==> config.mk <==
export PLATFORM = sky130hd
export DESIGN_NAME = cevs_top
export DESIGN_NICKNAME = d
export VERILOG_FILES = /design/src/logic/cevs_pkg.sv /design/src/logic/cevs_align_rank.sv /design/src/logic/cevs_sync2.sv /design/src/logic/cevs_top.sv
export VERILOG_INCLUDE_DIRS = /design/src /design/src/logic
export SDC_FILE = /design/constraint.sdc
export NUM_CORES = 1
export LEC_CHECK = 0
export BUFFER_PORTS_ARGS = -buffer_cell sky130_fd_sc_hd__buf_2
export CELL_PAD_IN_SITES_DETAIL_PLACEMENT = 1
export CELL_PAD_IN_SITES_GLOBAL_PLACEMENT = 1
export CORE_MARGIN = 2
export CORE_UTILIZATION = 38
export DETAILED_ROUTE_END_ITERATION = 10
export PLACE_DENSITY = 0.91
export SETUP_SLACK_MARGIN = 0.02
export SYNTH_ARGS = -nofsm -noshare
export SYNTH_HDL_FRONTEND = slang
export SYNTH_HIERARCHICAL = 1
export SYNTH_SLANG_ARGS = --single-unit
==> constraint.sdc <==
create_clock -name i_ref_clk -period 3.65 [get_ports i_ref_clk]
set_input_delay 0.73 -clock i_ref_clk [delete_from_list [all_inputs] [get_ports i_ref_clk]]
set_output_delay 0.73 -clock i_ref_clk [all_outputs]
set_load 0.02 [all_outputs]
==> src/logic/cevs_regs.svh <==
// Register offsets, field positions, reset values and vector offsets of the
// exception selection block. Assumes inclusion by bare name.
`ifndef CEVS_REGS_SVH
`define CEVS_REGS_SVH
`define CEVS_ADDR_BKPT 4'h0
`define CEVS_ADDR_CTRL 4'h1
`define CEVS_ADDR_STAT 4'h2
`define CEVS_ADDR_VEC 4'h3
`define CEVS_ADDR_ALN 4'h4
`define CEVS_BKPT_RESET 32'h00000000
`define CEVS_BKPT_EN_BIT 1
`define CEVS_CTRL_RESET 32'h00000000
`define CEVS_CTRL_EXT_EN_BIT 0
`define CEVS_CTRL_LITTLE_BIT 1
`define CEVS_CTRL_IP_BIT 2
`define CEVS_PREFIX_HI 32'hfff00000
`define CEVS_PREFIX_LO 32'h00000000
`define CEVS_VEC_NONE 20'h00000
`define CEVS_VEC_FP_ASSIST 20'h00e00
`define CEVS_VEC_ITMISS 20'h01000
`define CEVS_VEC_DLMISS 20'h01100
`define CEVS_VEC_DSMISS 20'h01200
`define CEVS_VEC_BKPT 20'h01300
`define CEVS_VEC_MGMT 20'h01400
`endif

==> src/logic/cevs_pkg.sv <==
// Types shared by the exception selection block.
// Assumes the register header is compiled alongside.
package cevs_pkg;
    typedef enum logic [2:0] {
        CEVS_C_NONE = 3'h0,
        CEVS_C_ITMISS = 3'h1,
        CEVS_C_DLMISS = 3'h3,
        CEVS_C_DSMISS = 3'h2,
        CEVS_C_BKPT = 3'h6,
        CEVS_C_MGMT = 3'h7
    } cevs_cause_t;
    typedef struct packed {
        logic fetch_valid;
        logic fetch_tb_miss;
        logic load_valid;
        logic store_valid;
        logic data_tb_miss;
        logic changed_bit_needed;
        logic complete_valid;
        logic [31:0] complete_addr;
    } cevs_core_evt_t;
    typedef struct packed {
        logic valid;
        logic fp_operand;
        logic multiple_or_reserved;
        logic ext_control;
        logic multiple_or_string;
    } cevs_align_t;
    typedef struct packed {
        logic take;
        logic [31:0] addr;
        logic [19:0] offset;
        cevs_cause_t cause;
    } cevs_exc_t;
endpackage

==> src/logic/cevs_align_rank.sv <==
// Alignment cause ranking, combinational.
// Assumes cause flags are valid in the same cycle as the valid bit.
`timescale 1ns/100ps
module cevs_align_rank (
    input wire cevs_pkg::cevs_align_t i_align,
    input wire logic i_little_mode,
    output logic [2:0] o_rank
);
    import cevs_pkg::*;
    always_comb begin
        o_rank = 3'h0;
        if (i_align.valid) begin
            if (i_align.fp_operand) begin
                o_rank = 3'h1; // RULE10
            end else if (i_align.multiple_or_reserved) begin
                o_rank = 3'h2; // RULE10
            end else if (i_align.ext_control) begin
                o_rank = 3'h3; // RULE10
            end else if (i_align.multiple_or_string && i_little_mode) begin
                o_rank = 3'h4; // RULE10
            end
        end
    end
endmodule

==> src/logic/cevs_sync2.sv <==
// Two-flop synchroniser for a pin level.
// Assumes the pin is asynchronous to i_ref_clk.
`timescale 1ns/100ps
module cevs_sync2 (
    input wire logic i_ref_clk,
    input wire logic i_rst,
    input wire logic i_ce,
    input wire logic i_pin,
    output logic o_level
);
    logic [1:0] stage;
    always_ff @(posedge i_ref_clk or posedge i_rst) begin
        if (i_rst) begin
            stage <= 2'h3;
        end else if (i_ce) begin
            stage <= {stage[0], i_pin};
        end
    end
    assign o_level = stage[1];
endmodule

==> src/logic/cevs_top.sv <==
// Exception cause selection and entry address forming for the core.
// Assumes same-clock event inputs from fetch, load/store and completion;
// the management request pin is asynchronous and active low.
// Operation
// RULE1 - Floating-point assist vector is never selected.
// RULE2 - Fetch translation miss takes vector 01000.
// RULE3 - Load translation miss takes vector 01100.
// RULE4 - Store translation miss takes vector 01200.
// RULE5 - Store hit needing changed bit set also takes 01200.
// RULE6 - Breakpoint when bits 0-29 match next completing address.
// RULE7 - Breakpoint needs enable bit 30 set.
// RULE8 - Management interrupt when request asserted and external enable is 1.
// RULE9 - System logic drives the active-low request; honoured only when enabled.
// RULE10 - Alignment ranking: FP, multiple/reserved, external control, LE string.
// RULE11 - Entry address is prefix plus offset; reserved offsets never chosen.
`timescale 1ns/100ps
`include "cevs_regs.svh"
module cevs_top (
    input wire logic i_ref_clk,
    input wire logic i_rst,
    input wire logic i_ce,
    input wire logic [3:0] i_addr,
    input wire logic [31:0] i_wdata,
    input wire logic i_wr,
    input wire logic i_rd,
    output logic [31:0] o_rdata,
    input wire cevs_pkg::cevs_core_evt_t i_evt,
    input wire cevs_pkg::cevs_align_t i_align,
    input wire logic i_mgmt_req_n,
    output cevs_pkg::cevs_exc_t o_exc,
    output logic [2:0] o_align_rank
);
    import cevs_pkg::*;

    typedef struct packed {
        logic [31:0] bkpt;
        logic [31:0] ctrl;
        logic [31:0] rdata;
        cevs_exc_t exc;
        logic [2:0] arank;
        logic [7:0] seen;
    } cevs_state_t;

    cevs_state_t st;
    cevs_state_t next_st;
    logic mgmt_n_sync;
    logic [2:0] rank_now;

    cevs_sync2 u_sync (
        .i_ref_clk(i_ref_clk),
        .i_rst(i_rst),
        .i_ce(i_ce),
        .i_pin(i_mgmt_req_n),
        .o_level(mgmt_n_sync)
    );

    cevs_align_rank u_rank (
        .i_align(i_align),
        .i_little_mode(st.ctrl[`CEVS_CTRL_LITTLE_BIT]),
        .o_rank(rank_now)
    );

    // Offset for a cause; floating-point assist has no cause code so it cannot appear
    function automatic logic [19:0] cevs_offset(input cevs_cause_t c);
        case (c)
            CEVS_C_ITMISS: cevs_offset = `CEVS_VEC_ITMISS; // RULE2
            CEVS_C_DLMISS: cevs_offset = `CEVS_VEC_DLMISS; // RULE3
            CEVS_C_DSMISS: cevs_offset = `CEVS_VEC_DSMISS; // RULE4
            CEVS_C_BKPT: cevs_offset = `CEVS_VEC_BKPT; // RULE6
            CEVS_C_MGMT: cevs_offset = `CEVS_VEC_MGMT; // RULE8
            default: cevs_offset = `CEVS_VEC_NONE; // RULE1
        endcase
    endfunction

    logic bkpt_hit;
    logic mgmt_hit;
    logic itm_hit;
    logic dlm_hit;
    logic dsm_hit;
    cevs_cause_t cause;

    always_comb begin
        // Bits 0-29 in big-endian numbering are [31:2] here
        bkpt_hit = i_evt.complete_valid && st.bkpt[`CEVS_BKPT_EN_BIT] &&
            (st.bkpt[31:2] == i_evt.complete_addr[31:2]); // RULE6 RULE7
        mgmt_hit = !mgmt_n_sync && st.ctrl[`CEVS_CTRL_EXT_EN_BIT]; // RULE8 RULE9
        itm_hit = i_evt.fetch_valid && i_evt.fetch_tb_miss; // RULE2
        dlm_hit = i_evt.load_valid && i_evt.data_tb_miss; // RULE3
        dsm_hit = i_evt.store_valid &&
            (i_evt.data_tb_miss || i_evt.changed_bit_needed); // RULE4 RULE5
        // Completion-side events outrank fetch-side ones
        if (bkpt_hit) begin
            cause = CEVS_C_BKPT;
        end else if (dlm_hit) begin
            cause = CEVS_C_DLMISS;
        end else if (dsm_hit) begin
            cause = CEVS_C_DSMISS;
        end else if (mgmt_hit) begin
            cause = CEVS_C_MGMT;
        end else if (itm_hit) begin
            cause = CEVS_C_ITMISS;
        end else begin
            cause = CEVS_C_NONE;
        end
    end

    always_comb begin
        next_st = st;
        next_st.exc.take = (cause != CEVS_C_NONE);
        next_st.exc.cause = cause;
        next_st.exc.offset = cevs_offset(cause);
        next_st.exc.addr = (st.ctrl[`CEVS_CTRL_IP_BIT] ? `CEVS_PREFIX_HI : `CEVS_PREFIX_LO)
            | {12'h000, cevs_offset(cause)}; // RULE11
        next_st.arank = rank_now;
        next_st.seen = st.seen;
        if (cause != CEVS_C_NONE) begin
            next_st.seen[cause] = 1'b1;
        end
        if (i_wr) begin
            case (i_addr)
                `CEVS_ADDR_BKPT: next_st.bkpt = {i_wdata[31:2], i_wdata[1], 1'b0};
                `CEVS_ADDR_CTRL: next_st.ctrl = {29'h0, i_wdata[2:0]};
                // Write-one-to-clear; a cause seen in the same cycle stays set
                `CEVS_ADDR_STAT: begin
                    next_st.seen = st.seen & ~i_wdata[7:0];
                    if (cause != CEVS_C_NONE) begin
                        next_st.seen[cause] = 1'b1;
                    end
                end
                default: begin
                end
            endcase
        end
        next_st.rdata = 32'h0;
        if (i_rd) begin
            case (i_addr)
                `CEVS_ADDR_BKPT: next_st.rdata = st.bkpt;
                `CEVS_ADDR_CTRL: next_st.rdata = st.ctrl;
                `CEVS_ADDR_STAT: next_st.rdata = {23'h0, !mgmt_n_sync, st.seen};
                `CEVS_ADDR_VEC: next_st.rdata = st.exc.addr;
                `CEVS_ADDR_ALN: next_st.rdata = {29'h0, st.arank};
                default: next_st.rdata = 32'h0;
            endcase
        end
    end

    always_ff @(posedge i_ref_clk or posedge i_rst) begin
        if (i_rst) begin
            st <= '0;
            st.bkpt <= `CEVS_BKPT_RESET;
            st.ctrl <= `CEVS_CTRL_RESET;
        end else if (i_ce) begin
            st <= next_st;
        end
    end

    assign o_rdata = st.rdata;
    assign o_exc = st.exc;
    assign o_align_rank = st.arank;
endmodule

# --- Word level (Yosys, flattened, before mapping) ---
# Cells that the tools add are included.
totals:
  regBits: 135
  inputBits: 86
  out_inout_bits: 91
  word_cells: 61
op_classes:
  magnitude_cmp: 2
  n_eq_ne: 10
  muxes: 20
  bitwise_logic: 5
  n_reduce_logical: 14
ops:
  columns: ["cell", "count"]
  rows:
  - ["case mux 32 bit (5 select lines)", 1]
  - ["case mux 13 bit (5 select lines)", 1]
  - ["2-to-1 mux 32 bit", 2]
  - ["2-to-1 mux 8 bit", 4]
  - ["bitwise OR 32 x 20 -> 32 bit", 1]
  - ["equality test 30 bit", 1]
  - ["2-to-1 mux 3 bit", 9]
  - ["bitwise OR 8 bit", 2]
  - ["bitwise AND 8 bit", 1]
  - ["equality test 4 x 2 -> 1 bit (second input constant)", 2]
  - ["logical AND 1 bit", 8]
  - ["NOT 8 bit", 1]
  - ["equality test 3 x 2 -> 1 bit (second input constant)", 2]
  - ["equality test 3 bit (second input constant)", 2]
  - ["AND reduction 3 bit", 2]
  - ["equality test 4 x 1 -> 1 bit (second input constant)", 1]
  - ["equality test 4 x 3 -> 1 bit (second input constant)", 1]
  - ["zero test 4 bit", 1]
  - ["< comparator 3 x 4 -> 1 bit (second input constant)", 1]
  - ["demux 1 bit (select 3 bit)", 1]
  - ["equality test 3 x 1 -> 1 bit (second input constant)", 1]
  - ["greater-or-equal comparator 3 x 1 -> 1 bit (second input constant)", 1]
  - ["nonzero test 3 bit", 1]
  - ["2-to-1 mux 1 bit", 2]
  - ["other kinds (2)", 2]

# --- Longest topological paths before layout ---
# Gate-level depths: netlist of run 1.
depth:
  word_depth: 14
  mapped_depth: 7
  ltp_nobuf: 5

# --- By module ---
# The synthesis of run 1 kept the hierarchy.
modules_own_cells:
  columns: ["mod", "n_inst", "cells_per_inst", "area_per_inst_um2", "seq_area_each_um2"]
  rows:
  - ["cevs_top", 1, 407, 4598.2, 2152.1]
  - ["cevs_sync2", 1, 5, 78.8, 52.6]
  - ["cevs_align_rank", 1, 7, 60.1, 0.0]

# --- Worst setup path after synthesis of run 1 ---
# No wires, ideal clock.
synth_path:
  kind: "input -> register"
  from: "in i_addr[1]"
  to: "reg st[132] in the netlist's numbering"
  setup_ns: 0.127
  t_arrival_ns: 2.110
  required_time_ns: 3.523
  setup_slack_ns: 1.412
  cell_stages: 7
  path_buffers: 3
  cell_sequence: "buf_2 -> or2_4 -> nor3_4 -> and3_1 -> buf_4 -> buf_6 -> mux2_1"
synth_between:
  elab_chain_len: 2
synth_lines:
  columns: ["item", "line_no", "source"]
  rows:
  - ["from (decl)", "cevs_top.sv:22", "input wire logic [3:0] i_addr,"]
  - ["zero test 4 bit", "cevs_top.sv:120", "case (i_addr)"]
  - ["AND reduction 3 bit (no line)", null, null]
  - ["to (signal assigned)", "cevs_top.sv:153", "st <= next_st;"]
  - ["to (decl)", "cevs_top.sv:44", "cevs_state_t st;"]
# Every way passes these cells.
# A chain may end at the register's enable or synchronous reset.

# --- Worst setup path after layout of run 1 ---
layout_path:
  from: "in i_addr[0]"
  to: "reg st[152] in the netlist's numbering"
# The elaborated chain is that of the path after synthesis.

==> reports/metrics.cfg, run 1 <==
[global_routing]
grt_busiest_layer=met2
grt_util_met3_pct=5.33
antenna_found_initial=0
use_met1_pct=23.8
grt_use_total_pct=19.3
grt_start_max_net_pins=60
grt_overflow_total=0
use_met2_pct=33.5
grt_pass1_wl_mm=19.3
grt_pass1_vias=3472

[layout]
final_cell_mix=142 x buf_2, 86 x dfrtp_1, 32 x conb_1
regArea_mm2=0.00220
fin_nets=586
n_antenna_cell=0
layout_commonest_cell=buf_2
area.growth.synth_to_final_pct=13.0
multi_input_area_mm2=0.00185
nFillCells=1387
layout-drive-gt1-share_pct=36.6

[clock_tree]
clock-root-buffer=clkbuf_16
clock_path_buffers=2
cts_resized=0
clkTransAtPathRegs_ns=0.06
cts_setup_buffers=0
cts.sinks=88
htree_levels=3
cts_tree=done
holdBufCountCts=0
cts_buffers=9
clkLatencyLatePin_ns=0.35

[routing]
route.vias.total=3317
drtAntennaViolNets=0
dr.pass1.iters=4
drc_errors=0
wl_per_cell_um=18.7
vias_per_cell=4.93
drt_iter0_drc=124
finalWirelength_mm=12.6

[yosys]
synth-main-ff-cell=dfrtp_1
avgSynthCellArea_um2=11.3
ys_seq_elements=88
ys_warn_count=6
synth_edf_count=0
ys_types=45
synth_top_area_cell=dfrtp_1
async_flop_share_pct=100
synth_top_area_share_pct=45.4
synth_cells=419
synth_area_leaders=dfrtp_1 45%, buf_4 15%, mux2_1 7.1%
syn_area_mm2=0.00474
yosysSeqAreaShare_pct=46.5

[floorplan]
core_mm2=0.0121
ios=177
dieArea_mm2=0.0134
die_y_um=116
fp-row-count=40
die_w_um=116
start_util_pct=39.1

[worst_setup_path]
crit_top_cell=buf_4
start_kind=input pin
path_buf_inv=3
crit_arrival_ns=2.51
crit_chain=buf_2 -> or2_4 -> nor3_4 -> buf_4 -> and3_1 -> buf_4 -> mux2_1
path_delay_family=buffers and inverters
critPathKind=input pin to flop
slowest_delay_ns=0.40
cp_max_fo=20
worstSetupEndpointType=flop
crit_required_ns=3.86
cp_slowest_cell=mux2_1

[timing]
finalClockSkew_ns=0.00645
rsz0062_at_grt=false
hold_viol_final=0
slew_headroom_pct=31.5
finalSetupTns_ns=0
worst_slack_ns=1.36
max_freq_mhz=436
worst_slew_pin_slew_ns=1.03
period_share_pct=62.8
period_minus_slack_ns=2.29
slew_violations=0
setup_violations=0

[placed_design]
dpl_worst_slack_ns=1.00
gp_congestion=0.818
hpwl_mm=9.39
io_buffers=142

[pwr]
p_leak_nw=2.63
vdd_drop_max_mv=0.366
power_density_mw_per_mm2=487

[job]
max_cap_viol_count=0

[hold_path]
min_path_type=input pin to async pin

[outcome]
status=complete, no violations

-- worst register-to-register path, delay by kind of cell, from the launching register on --
family / cells / cell delay [ns]
compound gates: 1 / 0.27
simple gates: 3 / 0.66
flops: 1 / 0.40
buf+inv: 1 / 0.21
xor+xnor: 1 / 0.25
-- through the flow --
stage / instances / total power [mW] / utilization, % / area (um^2) / hold WS (ns)
final: 673 / 2.61 / 44.2 / 5350 / 0.422
after global routing: 673 / 2.73 / 44.2 / 5350 / 0.409
after CTS: 673 / 2.64 / 44.2 / 5350 / 0.414
after detailed placement: 657 / 1.68 / 41.6 / 5040 / 0.469
after global placement: 657 / 1.65 / 41.6 / 5040 / 0.464
after floorplan: 450 / 1.58 / - / 4850 / 0.448
-- kinds of logic (layout without fill, tap and decap cells) --
group / Yosys count / after routing / synth area share, %
AO/OA/AOI/OAI: 83 / 83 / 13.0
AND/OR/NAND/NOR: 59 / 59 / 7.74
buffers and inverters: 115 / 170 / 17.0
flip-flops: 88 / 88 / 46.5
XOR/XNOR: 30 / 30 / 5.55
other: 1 / 32 / 0.0792
multiplexers: 43 / 43 / 10.1
-- final cells by class --
cell class / count / share of cell area (%)
sequential: 88 / 41.2
multi-input combinational: 247 / 34.5
timing repair buffer: 148 / 14.1
clock buffer: 12 / 4.79
tap: 168 / 3.93
clock inverter: 4 / 0.982
inverter: 6 / 0.444
-- flip-flops by register name, indices dropped and copies added (netlist names) --
signal / count
st: 42
o_exc: 9
u_sync/stage: 2
o_align_rank: 3
o_rdata: 32
-- power by group --
part	switching, mW	total [mW]	internal, mW
Sequential	0.106	1.19	1.08
Clock	0.385	0.954	0.569
Combinational	0.269	0.467	0.198
-- worst paths after layout --
| kind | from | cells after the start | slack (ns) | to |
|---|---|---|---|---|
| max | i_addr[0] | 7 | 1.36 | st[152] |
| min | i_rst | 2 | 0.42 | u_sync/stage[0] |
| max reg2reg | st[149] | 6 | 1.74 | st[3] |
| min reg2reg | o_rdata[4] | 1 | 0.48 | o_rdata[4] |
| max in group asynchronous | i_rst | 3 | 2.12 | st[152] |
| min in group i_ref_clk | o_rdata[4] | 1 | 0.48 | o_rdata[4] |
-- Yosys cell counts, types with 2 or more instances --
cell and count:
o21ai_0 3, mux2_1 30, and3_1 3, nand2_1 9
xor2_1 9, a22oi_1 8, dfstp_2 2, a22o_1 14
dfrtp_1 86, buf_4 92, clkbuf_1 11, mux2_2 10
o2bb2ai_1 24, buf_6 3, nor2_1 13, nor4_1 3
a21boi_0 4, a32o_1 2, mux2i_1 3, nor3_1 3
buf_2 3, a21oi_1 21, and2_1 3, nand4_1 7
nand3_1 3, nor2b_1 5, inv_1 5, a31oi_1 3
xnor2_1 21
-- per-layer routing --
layer,vias up,part of all wire (%)
met4,0,1.3
met5,-,0
li1,1515,-
met1,1659,43
met3,13,6.0
met2,130,50
Power figures use the tool's default switching activity.
==> run 2: changes to the inputs <==
==> constraint.sdc (replaced) <==
create_clock -name i_ref_clk -period 2.3 [get_ports i_ref_clk]
set_input_delay 0.46 -clock i_ref_clk [delete_from_list [all_inputs] [get_ports i_ref_clk]]
set_output_delay 0.46 -clock i_ref_clk [all_outputs]
set_load 0.02 [all_outputs]
==> run 2 against run 1 <==
Net effect: first-iteration DRC count increased by 12%; worst setup slack got worse by 1.1 ns; via count about the same; clock power increased by 46%; critical path type is now flop to flop.
==> reports/metrics.cfg, run 2 (synthesis gave the netlist of run 1 again) <==
[outcome]
status=complete, no violations

[clock_tree]
cts_setup_buffers=0
clock_path_buffers=2
holdBufCountCts=0
cts_buffers=9
clock-root-buffer=clkbuf_16
clkLatencyLatePin_ns=0.34
htree_levels=3
cts_tree=done
cts.sinks=88
cts_resized=0
clkTransAtPathRegs_ns=0.06

[floorplan]
fp-row-count=40
core_mm2=0.0121
start_util_pct=39.1
die_w_um=116
ios=177
die_y_um=116
dieArea_mm2=0.0134

[timing]
hold_viol_final=0
rsz0062_at_grt=false
setup_violations=0
worst_slew_pin_slew_ns=0.579
slew_violations=0
period_share_pct=87.7
max_freq_mhz=496
period_minus_slack_ns=2.02
slew_headroom_pct=61.4
finalSetupTns_ns=0
finalClockSkew_ns=0.00541

[worst_setup_path]
critPathKind=flop to flop
rr_endpoint=st[3]
critical_path.endpoint=st[3]
worstSetupEndpointType=flop
crit_required_ns=2.53
cp_max_fo=13
critical_path.startpoint=st[141]
ff2ff_setup_slack_ns=0.28
crit_arrival_ns=2.25
r2r_start=st[141]
r2r_cells=6
start_kind=flop

[routing]
drtAntennaViolNets=0
vias_per_cell=4.89
route.vias.total=3319
finalWirelength_mm=12.5
dr.pass1.iters=4
wl_per_cell_um=18.4
drt_iter0_drc=139
drc_errors=0

[global_routing]
grt_start_max_net_pins=87
grt_util_met3_pct=5.33
grt_busiest_layer=met2
grt_overflow_total=0
grt_pass1_vias=3521
use_met1_pct=23.0
grt_pass1_wl_mm=19.0
grt_use_total_pct=19.0
use_met2_pct=32.8
antenna_found_initial=2

[placed_design]
dp_cells=661
hpwl_mm=9.31
gp_congestion=0.841
io_buffers=142

[layout]
regArea_mm2=0.00220
regMostFlops=st
layout.cells.non_filler=679
multi_input_area_mm2=0.00185
nFillCells=1398
largest_reg_flops=42
fin_nets=590
area.growth.synth_to_final_pct=13.7
final_cell_mix=142 x buf_2, 86 x dfrtp_1, 32 x conb_1
layout-drive-gt1-share_pct=36.9
layout_commonest_cell=buf_2

[pwr]
power_density_mw_per_mm2=748
p_leak_nw=2.64
vdd_drop_max_mv=0.376

[hold_path]
min_path_type=input pin to async pin

[job]
max_cap_viol_count=0

run 2: cell count changes in the layout (fill, tap and decap cells not counted):
cell | before | now
diode_2 | 0 | 2
bufinv_16 | 1 | 0
clkbuf_8 | 2 | 3
clkinvlp_4 | 0 | 1
clkinv_2 | 2 | 3
clkinv_4 | 2 | 0
o21ai_2 | 1 | 0
buf_12 | 0 | 2
o21ai_1 | 0 | 1
buf_4 | 6 | 8
run 2: layout make-up:
class	count	share of cell area [%]
Sequential cell	88	40.9
Clock buffer	13	5.02
Antenna cell	2	0.0929
Tap cell	168	3.90
Clock inverter	3	0.279
Timing Repair Buffer	152	15.0
Multi-Input combinational cell	247	34.3
Inverter	6	0.488
run 2: power by group:
| part | leakage [nW] | switching (mW) | internal [mW] |
|---|---|---|---|
| Combinational | 1.35 | 0.429 | 0.320 |
| Clock | 0.145 | 0.579 | 0.815 |
| Sequential | 1.15 | 0.169 | 1.72 |
run 2: how the worst min path moves through the flow:
| stage | depth (start not counted) | slack (ns) | end | from |
|---|---|---|---|---|
| after global placement | 2 | 0.47 | st[6] | st[6] |
| final | 2 | 0.16 | u_sync/stage[1] | i_rst |
| after CTS | 2 | 0.15 | u_sync/stage[1] | i_rst |
| after global routing | 2 | 0.15 | u_sync/stage[1] | i_rst |
| after floorplan | 1 | 0.37 | u_sync/stage[0] | i_rst |
| after detailed placement | 1 | 0.47 | o_rdata[1] | o_rdata[1] |
run 2: per-layer routing:
layer	routed length, um	up-vias	part of all wire [%]
met1	5230	1668	42
met2	6380	123	51
met5	0	-	0
li1	-	1518	-
met4	92	0	0.74
met3	774	10	6.2
run 2: through the flow:
stage	hold slack [ns]	setup slack [ns]	utilization (%)	instance area [um^2]	power, mW
2_1_floorplan	0.372	0.332	-	4860	2.50
3_3_place_gp	0.465	0.249	42.1	5100	2.62
3_5_place_dp	0.470	0.168	42.1	5100	2.67
4_1_cts	0.152	0.294	44.4	5380	4.08
5_1_grt	0.154	0.136	44.5	5390	4.22
6_report	0.162	0.283	44.5	5390	4.03
run 2: critical path, cell delays in order, from the launching register on:
cell and delay, ns:
dfrtp_1 0.45, xnor2_1 0.18, nand4_1 0.15, nor4_1 0.49, nand4_1 0.15, buf_4 0.23
a32o_1 0.26
==> run 3: changes to the inputs <==
--- a/config.mk
+++ b/config.mk
@@ -10,10 +10,11 @@
 export CELL_PAD_IN_SITES_DETAIL_PLACEMENT = 1
 export CELL_PAD_IN_SITES_GLOBAL_PLACEMENT = 1
 export CORE_MARGIN = 2
-export CORE_UTILIZATION = 38
+export CORE_UTILIZATION = 35
 export DETAILED_ROUTE_END_ITERATION = 10
-export PLACE_DENSITY = 0.91
+export PLACE_DENSITY = 0.85
 export SETUP_SLACK_MARGIN = 0.02
+export SKIP_LAST_GASP = 1
 export SYNTH_ARGS = -nofsm -noshare
 export SYNTH_HDL_FRONTEND = slang
 export SYNTH_HIERARCHICAL = 1
==> run 3 against run 2 <==
Net effect: utilization decreased by 3.5 points; first-iteration DRC count grew 17%; critical path type unchanged; fmax decreased by 0.74%; largest power group unchanged; critical path depth rose by 1; register-to-register slack worse by 0.02 ns; highest routed layer unchanged.
==> reports/metrics.cfg, run 3 (synthesis gave the netlist of run 1 again) <==
[pwr]
vdd_drop_max_mv=0.338
power_density_mw_per_mm2=755
p_leak_nw=2.64

[worst_setup_path]
crit_arrival_ns=2.26
critPathKind=flop to flop
r2r_start=st[142]
worstSetupEndpointType=flop
start_kind=flop
crit_required_ns=2.53
cp_max_fo=13
critical_path.startpoint=st[142]

[job]
max_cap_viol_count=0

[hold_path]
min_path_type=input pin to async pin

[timing]
finalClockSkew_ns=0.00698
slew_violations=0
period_share_pct=88.4
setup_violations=0
slew_headroom_pct=33.7
hold_viol_final=0
period_minus_slack_ns=2.03
worst_slew_pin_slew_ns=0.995
rsz0062_at_grt=false
max_freq_mhz=492
finalSetupTns_ns=0

[clock_tree]
clock_path_buffers=2
htree_levels=3
cts_tree=done
clkTransAtPathRegs_ns=0.06
cts_resized=0
cts_buffers=9
clkLatencyLatePin_ns=0.35
holdBufCountCts=0
clock-root-buffer=clkbuf_16
cts.sinks=88
cts_setup_buffers=0

[global_routing]
grt_start_max_net_pins=87
antenna_found_initial=1
grt_util_met3_pct=3.92
use_met1_pct=23.3
grt_overflow_total=0
use_met2_pct=30.1
grt_pass1_vias=3560
grt_use_total_pct=18.2
grt_pass1_wl_mm=20.0
grt_busiest_layer=met2

[layout]
fin_util_pct=41.0
layout_commonest_cell=buf_2
largest_reg_flops=42
layout-drive-gt1-share_pct=37.1
regMostFlops=st
area.growth.synth_to_final_pct=14.5
fin_nets=591
final_cell_mix=142 x buf_2, 86 x dfrtp_1, 32 x conb_1

[floorplan]
dieArea_mm2=0.0145
fp-row-count=42
ios=177
core_mm2=0.0132
start_util_pct=35.8
die_y_um=120
die_w_um=120

[routing]
drtAntennaViolNets=0
drt_iter0_drc=163
drc_errors=0
route.vias.total=3344
wl_per_cell_um=18.4
vias_per_cell=4.87
finalWirelength_mm=12.6
dr.pass1.iters=4

[outcome]
status=complete, no violations

[placed_design]
io_buffers=142
gp_congestion=0.827
hpwl_mm=9.54

==> run 3: cell type report <==
class                           count  area, um^2
Sequential cell                    88        2200
Inverter                            6        26.3
Multi-Input combinational cell    247        1850
Timing Repair Buffer              153         831
Clock inverter                      3        42.5
Antenna cell                        1        2.50
Fill cell                        1515        7820
Clock buffer                       12         246
Tap cell                          176         220
==> run 3: final timing paths <==
check,endpoint,slack (ns),cells after the start
worst max-delay path,st[2],0.27,7
worst min-delay path,u_sync/stage[0],0.15,2
max in group asynchronous,o_rdata[27],1.68,3
min in group i_ref_clk,st[0],0.32,2
worst max register to register,st[2],0.27,7
worst min register to register,o_rdata[31],0.48,1
==> run 3: worst max-delay path: stages (launching register included) <==
cell	delay, ns
dfrtp_1	0.41
xnor2_1	0.26
nand4_1	0.15
nor4_1	0.38
buf_4	0.18
nand4_1	0.06
buf_4	0.21
a41o_1	0.25
==> run 3: metrics by stage <==
stage          worst slack (ns)  power [mW]  instance area [um^2]  hold WS, ns  instances
2_1_floorplan             0.332        2.50                  4860        0.372        450
3_3_place_gp              0.117        2.63                  5130        0.466        670
3_5_place_dp             0.0950        2.67                  5130        0.472        670
4_1_cts                   0.247        4.15                  5420        0.146        685
5_1_grt                   0.109        4.29                  5420        0.152        686
6_report                  0.268        4.10                  5420        0.155        686
==> run 3: layer usage <==
layer  up-vias  wire [um]
li1       1527          -
met3        18        675
met5         -          0
met2       114       6280
met1      1685       5390
met4         0        246
==> run 3: where the power goes <==
group	switching [mW]	internal [mW]	total (mW)
clock	0.595	0.864	1.46
sequential	0.166	1.72	1.88
combinational	0.432	0.321	0.754
